==> config.mk <==
export PLATFORM = sky130hd
export DESIGN_NAME = tcwu_timer
export DESIGN_NICKNAME = d
export VERILOG_FILES = /design/src/logic/tcwu_pkg.sv /design/src/logic/tcwu_tick_if.sv /design/src/logic/tcwu_prescaler.sv /design/src/logic/tcwu_timer.sv
export SDC_FILE = /design/constraint.sdc
export NUM_CORES = 1
export LEC_CHECK = 0
export ABC_AREA = 1
export BUFFER_PORTS_ARGS = -buffer_cell sky130_fd_sc_hd__buf_2
export CAP_MARGIN = 20
export CORE_MARGIN = 2
export CORE_UTILIZATION = 38
export CTS_CLUSTER_SIZE = 20
export DETAILED_ROUTE_END_ITERATION = 10
export RECOVER_POWER = 25
export SLEW_MARGIN = 15
export SYNTH_ARGS = -nofsm -noshare
export SYNTH_HDL_FRONTEND = slang
export SYNTH_SLANG_ARGS = --single-unit
==> constraint.sdc <==
create_clock -name MCLK -period 1.85 [get_ports MCLK]
set_input_delay 0.2775 -clock MCLK [delete_from_list [all_inputs] [get_ports MCLK]]
set_output_delay 0.2775 -clock MCLK [all_outputs]
set_load 0.02 [all_outputs]
==> src/logic/tcwu_pkg.sv <==
`default_nettype none
package tcwu_pkg;
   // -------------------------------------------------------------
   // Register offsets
   // -------------------------------------------------------------
   localparam logic [7:0] TCWU_CTRL_OFS = 8'h00;
   localparam logic [7:0] TCWU_COUNT_OFS = 8'h04;
   localparam logic [7:0] TCWU_CMP_OFS = 8'h08;
   localparam logic [7:0] TCWU_FLAG_OFS = 8'h0c;
   localparam logic [7:0] TCWU_PIN_OFS = 8'h10;
   // -------------------------------------------------------------
   // Field positions
   // -------------------------------------------------------------
   localparam int TCWU_WM_LSB = 0;
   localparam int TCWU_CS_LSB = 2;
   localparam int TCWU_COM_LSB = 5;
   localparam int TCWU_FORCE_BIT = 7;
   localparam int TCWU_OVF_BIT = 0;
   localparam int TCWU_CMPF_BIT = 1;
   localparam int TCWU_DIR_BIT = 0;
   localparam int TCWU_PORT_BIT = 1;
   localparam int TCWU_OC_BIT = 2;
   // -------------------------------------------------------------
   // Values and reset values
   // -------------------------------------------------------------
   localparam logic [7:0] TCWU_MAX = 8'hff;
   localparam logic [7:0] TCWU_BOTTOM = 8'h00;
   localparam logic [7:0] TCWU_PRE_MAX = 8'hfe;
   localparam logic [7:0] TCWU_RST8 = 8'h00;
   localparam logic [1:0] TCWU_WM_NORMAL = 2'h0;
   localparam logic [1:0] TCWU_WM_PHASE = 2'h1;
   localparam logic [1:0] TCWU_WM_CLEAR = 2'h2;
   localparam logic [1:0] TCWU_WM_FAST = 2'h3;
   localparam logic [1:0] TCWU_COM_OFF = 2'h0;
   localparam logic [1:0] TCWU_COM_TOGGLE = 2'h1;
   localparam logic [1:0] TCWU_COM_CLEAR = 2'h2;
   localparam logic [1:0] TCWU_COM_SET = 2'h3;
   // -------------------------------------------------------------
   // Prescaler masks for divide by 1, 8, 32, 64, 128, 256, 1024
   // -------------------------------------------------------------
   localparam int TCWU_PRE_W = 10;
   localparam logic [9:0] TCWU_MASK_1 = 10'h000;
   localparam logic [9:0] TCWU_MASK_8 = 10'h007;
   localparam logic [9:0] TCWU_MASK_32 = 10'h01f;
   localparam logic [9:0] TCWU_MASK_64 = 10'h03f;
   localparam logic [9:0] TCWU_MASK_128 = 10'h07f;
   localparam logic [9:0] TCWU_MASK_256 = 10'h0ff;
   localparam logic [9:0] TCWU_MASK_1024 = 10'h3ff;
   typedef enum logic [2:0] {
      TCWU_CS_STOP, TCWU_CS_1, TCWU_CS_8, TCWU_CS_32,
      TCWU_CS_64, TCWU_CS_128, TCWU_CS_256, TCWU_CS_1024
   } tcwu_cs_t;
endpackage
`default_nettype wire

==> src/logic/tcwu_tick_if.sv <==
`timescale 1ns/1ps
`default_nettype none
interface tcwu_tick_if;
   import tcwu_pkg::*;
   tcwu_cs_t clock_select;
   logic tick;
   modport core (output clock_select, input tick);
   modport pre (input clock_select, output tick);
endinterface
`default_nettype wire

==> src/logic/tcwu_prescaler.sv <==
`timescale 1ns/1ps
`default_nettype none
module tcwu_prescaler
   import tcwu_pkg::*;
(
   input wire logic clk,
   input wire logic rst_n,
   tcwu_tick_if.pre tk
);
   logic [TCWU_PRE_W-1:0] pre_reg;
   logic [TCWU_PRE_W-1:0] mask;
   logic tick_reg;

   // -------------------------------------------------------------
   // Free-running divider
   // -------------------------------------------------------------
   // The divider runs free, so a new setting takes effect within one
   // period of the slowest rate instead of restarting the phase.
   always_ff @(posedge clk or negedge rst_n) begin
      if (!rst_n) begin
         pre_reg <= '0;
      end else begin
         pre_reg <= pre_reg + 10'h001;
      end
   end

   always_comb begin
      case (tk.clock_select)
         TCWU_CS_1: mask = TCWU_MASK_1;
         TCWU_CS_8: mask = TCWU_MASK_8;
         TCWU_CS_32: mask = TCWU_MASK_32;
         TCWU_CS_64: mask = TCWU_MASK_64;
         TCWU_CS_128: mask = TCWU_MASK_128;
         TCWU_CS_256: mask = TCWU_MASK_256;
         TCWU_CS_1024: mask = TCWU_MASK_1024;
         default: mask = TCWU_MASK_1;
      endcase
   end

   // -------------------------------------------------------------
   // Timer clock enable
   // -------------------------------------------------------------
   always_comb begin
      tick_reg = (tk.clock_select != TCWU_CS_STOP) &&
                 ((pre_reg & mask) == mask);
   end

   assign tk.tick = tick_reg;
endmodule // tcwu_prescaler
`default_nettype wire

==> src/logic/tcwu_timer.sv <==
// Design decisions made here: the register offsets and register access over APB.
`timescale 1ns/1ps
`default_nettype none
module tcwu_timer
   import tcwu_pkg::*;
(
   input wire logic MCLK,
   input wire logic RESETN,
   input wire logic PSEL,
   input wire logic PENABLE,
   input wire logic PWRITE,
   input wire logic [7:0] PADDR,
   input wire logic [31:0] PWDATA,
   output logic [31:0] PRDATA,
   output logic PREADY,
   output logic PSLVERR,
   input wire logic OVF_ACK,
   input wire logic CMP_ACK,
   output logic OVERFLOW_FLAG,
   output logic COMPARE_FLAG,
   output logic COMPARE_PIN_O,
   output logic COMPARE_PIN_OE
);
   tcwu_tick_if tk ();

   logic pready_reg, pslverr_reg, hit_next;
   logic [31:0] prdata_reg, rdata_next;
   logic wr_done, wr_ctrl, wr_count, wr_cmp, wr_flag, wr_pin;

   logic [1:0] waveform_mode_reg, compare_output_mode_reg;
   tcwu_cs_t cs_reg;
   logic [7:0] counter_value_reg, counter_value_next;
   logic [7:0] compare_value_reg, compare_buf_reg;
   logic compare_output_reg, compare_output_next;
   logic overflow_flag_reg, compare_flag_reg, match_seen_reg, block_reg;
   logic compare_pin_direction_reg, port_value_reg;
   logic pin_o_reg, pin_oe_reg;

   logic tick, pwm_mode, match, wrap, force_now, ovf_set;
   logic [1:0] com_w;

   tcwu_prescaler u_pre (
      .clk(MCLK),
      .rst_n(RESETN),
      .tk(tk.pre)
   );

   assign tk.clock_select = cs_reg;
   assign tick = tk.tick;

   // -------------------------------------------------------------
   // APB slave
   // -------------------------------------------------------------
   // One wait state: the answer is built in the first access cycle
   // so that every bus output leaves a flip-flop.
   assign wr_done = PSEL && PENABLE && pready_reg && PWRITE;
   assign wr_ctrl = wr_done && (PADDR == TCWU_CTRL_OFS);
   assign wr_count = wr_done && (PADDR == TCWU_COUNT_OFS);
   assign wr_cmp = wr_done && (PADDR == TCWU_CMP_OFS);
   assign wr_flag = wr_done && (PADDR == TCWU_FLAG_OFS);
   assign wr_pin = wr_done && (PADDR == TCWU_PIN_OFS);

   always_comb begin
      rdata_next = 32'h0000_0000;
      hit_next = 1'b1;
      case (PADDR)
         TCWU_CTRL_OFS: begin
            rdata_next[TCWU_WM_LSB+:2] = waveform_mode_reg;
            rdata_next[TCWU_CS_LSB+:3] = cs_reg;
            rdata_next[TCWU_COM_LSB+:2] = compare_output_mode_reg;
         end
         TCWU_COUNT_OFS: rdata_next[7:0] = counter_value_reg;
         TCWU_CMP_OFS: rdata_next[7:0] = pwm_mode ? compare_buf_reg :
                                         compare_value_reg;
         TCWU_FLAG_OFS: begin
            rdata_next[TCWU_OVF_BIT] = overflow_flag_reg;
            rdata_next[TCWU_CMPF_BIT] = compare_flag_reg;
         end
         TCWU_PIN_OFS: begin
            rdata_next[TCWU_DIR_BIT] = compare_pin_direction_reg;
            rdata_next[TCWU_PORT_BIT] = port_value_reg;
            rdata_next[TCWU_OC_BIT] = compare_output_reg;
         end
         default: hit_next = 1'b0;
      endcase
   end

   always_ff @(posedge MCLK or negedge RESETN) begin
      if (!RESETN) begin
         pready_reg <= 1'b0;
         pslverr_reg <= 1'b0;
         prdata_reg <= 32'h0000_0000;
      end else begin
         pready_reg <= PSEL && PENABLE && !pready_reg;
         pslverr_reg <= PSEL && PENABLE && !pready_reg && !hit_next;
         if (PSEL && PENABLE && !pready_reg && !PWRITE) begin
            prdata_reg <= rdata_next;
         end
      end
   end

   // -------------------------------------------------------------
   // Control register
   // -------------------------------------------------------------
   // The compare output mode is not staged: it is read directly by
   // the waveform logic at the next match.
   always_ff @(posedge MCLK or negedge RESETN) begin
      if (!RESETN) begin
         waveform_mode_reg <= TCWU_WM_NORMAL;
         compare_output_mode_reg <= TCWU_COM_OFF;
         cs_reg <= TCWU_CS_STOP;
      end else if (wr_ctrl) begin
         waveform_mode_reg <= PWDATA[TCWU_WM_LSB+:2];
         compare_output_mode_reg <= PWDATA[TCWU_COM_LSB+:2];
         cs_reg <= tcwu_cs_t'(PWDATA[TCWU_CS_LSB+:3]);
      end
   end

   assign com_w = PWDATA[TCWU_COM_LSB+:2];
   assign force_now = wr_ctrl && PWDATA[TCWU_FORCE_BIT] &&
                      (PWDATA[TCWU_WM_LSB+:2] != TCWU_WM_FAST) &&
                      (PWDATA[TCWU_WM_LSB+:2] != TCWU_WM_PHASE);

   // -------------------------------------------------------------
   // Compare value and its buffer
   // -------------------------------------------------------------
   assign pwm_mode = (waveform_mode_reg == TCWU_WM_FAST) ||
                     (waveform_mode_reg == TCWU_WM_PHASE);
   assign wrap = tick && (counter_value_reg == TCWU_MAX);

   always_ff @(posedge MCLK or negedge RESETN) begin
      if (!RESETN) begin
         compare_buf_reg <= TCWU_RST8;
      end else if (wr_cmp) begin
         compare_buf_reg <= PWDATA[7:0];
      end
   end

   always_ff @(posedge MCLK or negedge RESETN) begin
      if (!RESETN) begin
         compare_value_reg <= TCWU_RST8;
      end else if (wr_cmp && !pwm_mode) begin
         compare_value_reg <= PWDATA[7:0];
      end else if (pwm_mode && wrap) begin
         compare_value_reg <= compare_buf_reg;
      end
   end

   // -------------------------------------------------------------
   // Counter
   // -------------------------------------------------------------
   // A software write to the counter masks the comparator for the
   // next timer cycle, so equal values can be loaded without a match.
   assign match = (counter_value_reg == compare_value_reg) && !block_reg;

   always_comb begin
      case (waveform_mode_reg)
         TCWU_WM_NORMAL, TCWU_WM_FAST: begin
            counter_value_next = counter_value_reg + 8'h01;
         end
         TCWU_WM_CLEAR: begin
            counter_value_next = match ? TCWU_BOTTOM :
                                 counter_value_reg + 8'h01;
         end
         default: counter_value_next = counter_value_reg;
      endcase
   end

   always_ff @(posedge MCLK or negedge RESETN) begin
      if (!RESETN) begin
         counter_value_reg <= TCWU_RST8;
      end else if (wr_count) begin
         counter_value_reg <= PWDATA[7:0];
      end else if (tick) begin
         counter_value_reg <= counter_value_next;
      end
   end

   always_ff @(posedge MCLK or negedge RESETN) begin
      if (!RESETN) begin
         block_reg <= 1'b0;
      end else if (wr_count) begin
         block_reg <= 1'b1;
      end else if (tick) begin
         block_reg <= 1'b0;
      end
   end

   // -------------------------------------------------------------
   // Flags
   // -------------------------------------------------------------
   always_comb begin
      case (waveform_mode_reg)
         TCWU_WM_NORMAL: ovf_set = wrap;
         TCWU_WM_CLEAR: ovf_set = wrap;
         TCWU_WM_FAST: begin
            ovf_set = tick && (counter_value_reg == TCWU_PRE_MAX);
         end
         default: ovf_set = 1'b0;
      endcase
   end

   // Setting wins over a clear in the same cycle.
   always_ff @(posedge MCLK or negedge RESETN) begin
      if (!RESETN) begin
         overflow_flag_reg <= 1'b0;
      end else if (ovf_set) begin
         overflow_flag_reg <= 1'b1;
      end else if (OVF_ACK ||
                   (wr_flag && PWDATA[TCWU_OVF_BIT])) begin
         overflow_flag_reg <= 1'b0;
      end
   end

   always_ff @(posedge MCLK or negedge RESETN) begin
      if (!RESETN) begin
         match_seen_reg <= 1'b0;
      end else if (tick) begin
         match_seen_reg <= match && !pwm_mode ? 1'b1 :
                           match && (waveform_mode_reg == TCWU_WM_FAST);
      end
   end

   always_ff @(posedge MCLK or negedge RESETN) begin
      if (!RESETN) begin
         compare_flag_reg <= 1'b0;
      end else if (tick && match_seen_reg) begin
         compare_flag_reg <= 1'b1;
      end else if (CMP_ACK ||
                   (wr_flag && PWDATA[TCWU_CMPF_BIT])) begin
         compare_flag_reg <= 1'b0;
      end
   end

   // -------------------------------------------------------------
   // Waveform generator
   // -------------------------------------------------------------
   // In fast PWM clear and set modes a compare value at maximum skips the match action,
   // leaving the wrap action alone so the level stays constant.
   always_comb begin
      compare_output_next = compare_output_reg;
      if (force_now) begin
         case (com_w)
            TCWU_COM_TOGGLE: compare_output_next = !compare_output_reg;
            TCWU_COM_CLEAR: compare_output_next = 1'b0;
            TCWU_COM_SET: compare_output_next = 1'b1;
            default: compare_output_next = compare_output_reg;
         endcase
      end else if (tick) begin
         case (waveform_mode_reg)
            TCWU_WM_NORMAL, TCWU_WM_CLEAR: begin
               if (match) begin
                  case (compare_output_mode_reg)
                     TCWU_COM_TOGGLE: begin
                        compare_output_next = !compare_output_reg;
                     end
                     TCWU_COM_CLEAR: compare_output_next = 1'b0;
                     TCWU_COM_SET: compare_output_next = 1'b1;
                     default: compare_output_next = compare_output_reg;
                  endcase
               end
            end
            TCWU_WM_FAST: begin
               case (compare_output_mode_reg)
                  TCWU_COM_TOGGLE: begin
                     if (match) begin
                        compare_output_next = !compare_output_reg;
                     end
                  end
                  TCWU_COM_CLEAR: begin
                     if (counter_value_reg == TCWU_MAX) begin
                        compare_output_next = 1'b1;
                     end else if (match) begin
                        compare_output_next = 1'b0;
                     end
                  end
                  TCWU_COM_SET: begin
                     if (counter_value_reg == TCWU_MAX) begin
                        compare_output_next = 1'b0;
                     end else if (match) begin
                        compare_output_next = 1'b1;
                     end
                  end
                  default: compare_output_next = compare_output_reg;
               endcase
            end
            default: compare_output_next = compare_output_reg;
         endcase
      end
   end

   // Forcing touches only this state: the counter and flags ignore it.
   always_ff @(posedge MCLK or negedge RESETN) begin
      if (!RESETN) begin
         compare_output_reg <= 1'b0;
      end else begin
         compare_output_reg <= compare_output_next;
      end
   end

   // -------------------------------------------------------------
   // Pin control
   // -------------------------------------------------------------
   always_ff @(posedge MCLK or negedge RESETN) begin
      if (!RESETN) begin
         compare_pin_direction_reg <= 1'b0;
         port_value_reg <= 1'b0;
      end else if (wr_pin) begin
         compare_pin_direction_reg <= PWDATA[TCWU_DIR_BIT];
         port_value_reg <= PWDATA[TCWU_PORT_BIT];
      end
   end

   // The override ignores the waveform mode, and the state can be
   // prepared by forcing while the mode is zero and the pin is idle.
   always_ff @(posedge MCLK or negedge RESETN) begin
      if (!RESETN) begin
         pin_o_reg <= 1'b0;
         pin_oe_reg <= 1'b0;
      end else begin
         pin_o_reg <= (compare_output_mode_reg != TCWU_COM_OFF) ?
                      compare_output_reg : port_value_reg;
         pin_oe_reg <= compare_pin_direction_reg;
      end
   end

   // -------------------------------------------------------------
   // Outputs
   // -------------------------------------------------------------
   assign PRDATA = prdata_reg;
   assign PREADY = pready_reg;
   assign PSLVERR = pslverr_reg;
   assign OVERFLOW_FLAG = overflow_flag_reg;
   assign COMPARE_FLAG = compare_flag_reg;
   assign COMPARE_PIN_O = pin_o_reg;
   assign COMPARE_PIN_OE = pin_oe_reg;
endmodule // tcwu_timer
`default_nettype wire

==> results.cfg <==
[sta]
fmax_mhz = 600.2
tns_ns = 0
drv_slew = 0
timing.final.ws_setup_ns = 0.1839
period_share = 0.9006
hold_ws_ns = 0.1670
setup_viol = 0
slew-limit-headroom = 0.1856
fin_skew_ns = 0.01272
tightestPinTransition_ns = 1.222
grt_setup_unrepaired = false
period_minus_slack_ns = 1.666
hold_viol_final = 0

[cells_and_area]
layout.nets = 596
num-fill-cells = 948
num_antenna_cells = 0
largest_reg_flops = 10
fin_cells = 676
area_growth_pct = 15.70
finish.utilization = 0.4567
drive_above_1_share = 0.1883

[detailed_routing]
drtIter0Drc = 249
first_pass_iters = 5
viasPerCell = 4.781
postRouteAntennaNets = 0
drt_wl_total_mm = 9.435
wl_per_cell_um = 13.96
drc = 0
vias = 3232

[worst_setup_path]
cp-start-kind = flop
crit_chain = inv_1 -> ha_1 -> nor2_4 -> buf_4 -> nor2_1 -> a21oi_1 -> nor2_1 -> nor3_1 -> a21oi_1
critPathMaxFanout = 5
cp-startpoint = waveform_mode_reg[1]$_DFFE_PN0N_
cpMaxStageDelayCell = dfrtp_1
required_ns = 2.08
cp_top_family = simple AND/OR/NAND/NOR gates
critPathKind = reg -> reg
worst_setup_path_end_kind = flop
rrSetupSlack_ns = 0.18
cp.depth = 9
arrival_ns = 1.90
cp.buffers_inverters = 2
worstReg2RegStart = waveform_mode_reg[1]$_DFFE_PN0N_
cpPeakStageDelay_ns = 0.41
r2r_end = PRDATA[1]$_DFFE_PN0P_
endpoint = PRDATA[1]$_DFFE_PN0P_
r2r_cells = 9

[job]
drv_cap = 0

[grt]
overflow = 0
grt_pass1_wl_mm = 15.47
grt_pass1_vias = 3121
grt_max_degree = 24
grt_antenna_before_repair = 0
track_usage = 0.1957

[placement]
preCtsSetupSlack_ns = 0.1071
place.gp.congestion = 0.9648
hpwl_mm = 7.295
dp.cells = 658
io_buffers = 36

[yosys]
synth_xor_area_frac = 0.02616
synth_fa_ha_area_frac = 0.02379
yosys.area_share.simple = 0.2902
synth_area_um2 = 3682
ys_seq_elements = 60
yosys_warnings = 0
seq_area_frac_synth = 0.4077
synth_top_family_by_area = simple AND/OR/NAND/NOR gates
muxShareOfSynthArea = 0.003058
synth_compound_area_frac = 0.1179
syn-instance-count = 484
syn_area_per_cell_um2 = 7.608
yosysUniqueCellTypes = 36

[die]
rows = 35
initial_core_util = 0.3948
core_area_um2 = 9328
dieArea_um2 = 10490
io_pins = 85
die_h_um = 102.4
die_w_um = 102.4

[pwr]
p_leak_nw = 2.260
ir_drop_v = 0.0002821
pwr_density_cell_nw_per_um2 = 658.7

[cts]
cts_root_buffer = clkbuf_8
cts_tree = yes
cts_buffer_depth = 2
clk_pin_slew_worst_paths_ns = 0.07
worst_skew_pair.late_latency_ns = 0.35
cts.sinks = 60
cts_max_level = 3
cts_buffers = 9

[worst_hold_path]
hold_path_depth = 3
hp-class = in -> reg

[status]
outcome = finished, final reports clean
-- routing by layer --
| layer | vias to the layer above | GRT usage | wire [um] |
|---|---|---|---|
| met5 | - | 0 | 0 |
| met4 | 0 | 0.07692 | 158 |
| met3 | 13 | 0.03352 | 543 |
| met2 | 110 | 0.3147 | 4281 |
| met1 | 1510 | 0.2628 | 4452 |
| li1 | 1599 | - | - |
-- cells in the mapped netlist --
library cell	number	area, um^2
inv_2	6	22.52
xnor2_1	2	17.52
nand2_4	4	45.04
a22oi_1	2	15.01
mux2_2	1	11.26
o21ai_2	3	26.28
nor3_1	4	20.02
conb_1	1	3.750
a21oi_1	14	70.07
o31ai_1	1	7.510
nand3b_1	2	15.01
nand2_2	4	25.02
xor2_1	9	78.83
o21a_1	3	22.52
nor2_2	6	37.54
inv_1	60	225.2
ha_1	7	87.58
nor4_1	1	6.260
nor2_8	2	40.04
o211ai_1	11	82.58
nand3_2	1	10.01
nand2_1	134	503.0
o21ai_1	7	35.03
buf_6	2	22.52
nand4_4	1	21.27
dfrtp_1	60	1501
buf_2	5	25.02
nor2_1	37	138.9
nor2_4	3	33.78
clkbuf_1	1	3.750
nand3_1	27	135.1
o211ai_2	1	12.51
nand4_1	6	37.54
o21ai_0	30	150.1
buf_4	24	180.2
o22ai_1	2	12.51
-- where the power goes --
group          total [mW]  leakage [nW]  switching [mW]  internal [mW]
Combinational       0.223          1.42           0.164         0.0587
Clock                1.24         0.102           0.550          0.692
Sequential           1.34         0.738          0.0108           1.33
-- repair_timing --
action | CTS | global route
setup buffers | 0 | 1
resized for setup | 0 | 4
endpoints found under the setup margin | 0 | 10
endpoints found under the hold margin | 17 | 0
hold buffers | 1 | 0
-- worst min path at each step --
stage                     startpoint                        to  slack (ns)
after floorplan               RESETN  COMPARE_FLAG$_DFFE_PN0P_       -0.02
after global placement        RESETN          PREADY$_DFF_PN0_        0.28
after detailed placement      RESETN  COMPARE_PIN_OE$_DFF_PN0_        0.28
after CTS                    CMP_ACK  COMPARE_FLAG$_DFFE_PN0P_        0.15
after global routing         CMP_ACK  COMPARE_FLAG$_DFFE_PN0P_        0.20
final                        CMP_ACK  COMPARE_FLAG$_DFFE_PN0P_        0.17
-- logic make-up (layout without fill, tap and decap cells) --
| group | Yosys count | in the layout |
|---|---|---|
| buf+inv | 98 | 138 |
| other cells | 1 | 24 |
| xor+xnor | 11 | 11 |
| fa+ha+maj | 7 | 7 |
| flops | 60 | 60 |
| mux | 1 | 1 |
| simple gates | 232 | 232 |
| compound gates | 74 | 74 |
-- tightest hold or removal path, stage by stage --
cell and delay [ns]:
buf_2 0.07, nand3b_1 0.09, nand2_1 0.04
-- layout by cell type, fill, tap and decap left out, drive strengths merged --
cell type / Yosys / routed
conb: 1 / 24
buf: 31 / 54
dfrtp: 60 / 60
nand3: 28 / 28
clkbuf: 1 / 13
bufinv: 0 / 1
inv: 66 / 66
xnor2: 2 / 2
o21a: 3 / 3
mux2: 1 / 1
nand4: 7 / 7
nand2: 142 / 142
nor3: 4 / 4
o31ai: 1 / 1
o21ai: 40 / 40
a21oi: 14 / 14
nand3b: 2 / 2
nor4: 1 / 1
ha: 7 / 7
xor2: 9 / 9
clkinvlp: 0 / 1
nor2: 48 / 48
o22ai: 2 / 2
o211ai: 12 / 12
a22oi: 2 / 2
dlygate4sd3: 0 / 1
clkinv: 0 / 2
-- final cells by class --
type / count / area [um^2] / share of cell area
Clock inverter: 4 / 47.55 / 0.01116
Inverter: 66 / 247.7 / 0.05815
Tap cell: 129 / 161.4 / 0.03789
Clock buffer: 12 / 155.1 / 0.03642
Sequential cell: 60 / 1503 / 0.3527
Multi-Input combinational cell: 349 / 1802 / 0.4229
Timing Repair Buffer: 56 / 344.1 / 0.08076
-- metrics by stage --
step | total power [mW] | instance area (um^2)
floorplan | 1.520 | 3769
global placement | 1.587 | 4026
detailed placement | 1.589 | 4026
CTS | 2.824 | 4239
global route | 2.906 | 4260
finish | 2.806 | 4260
Power figures use the tool's default switching activity.
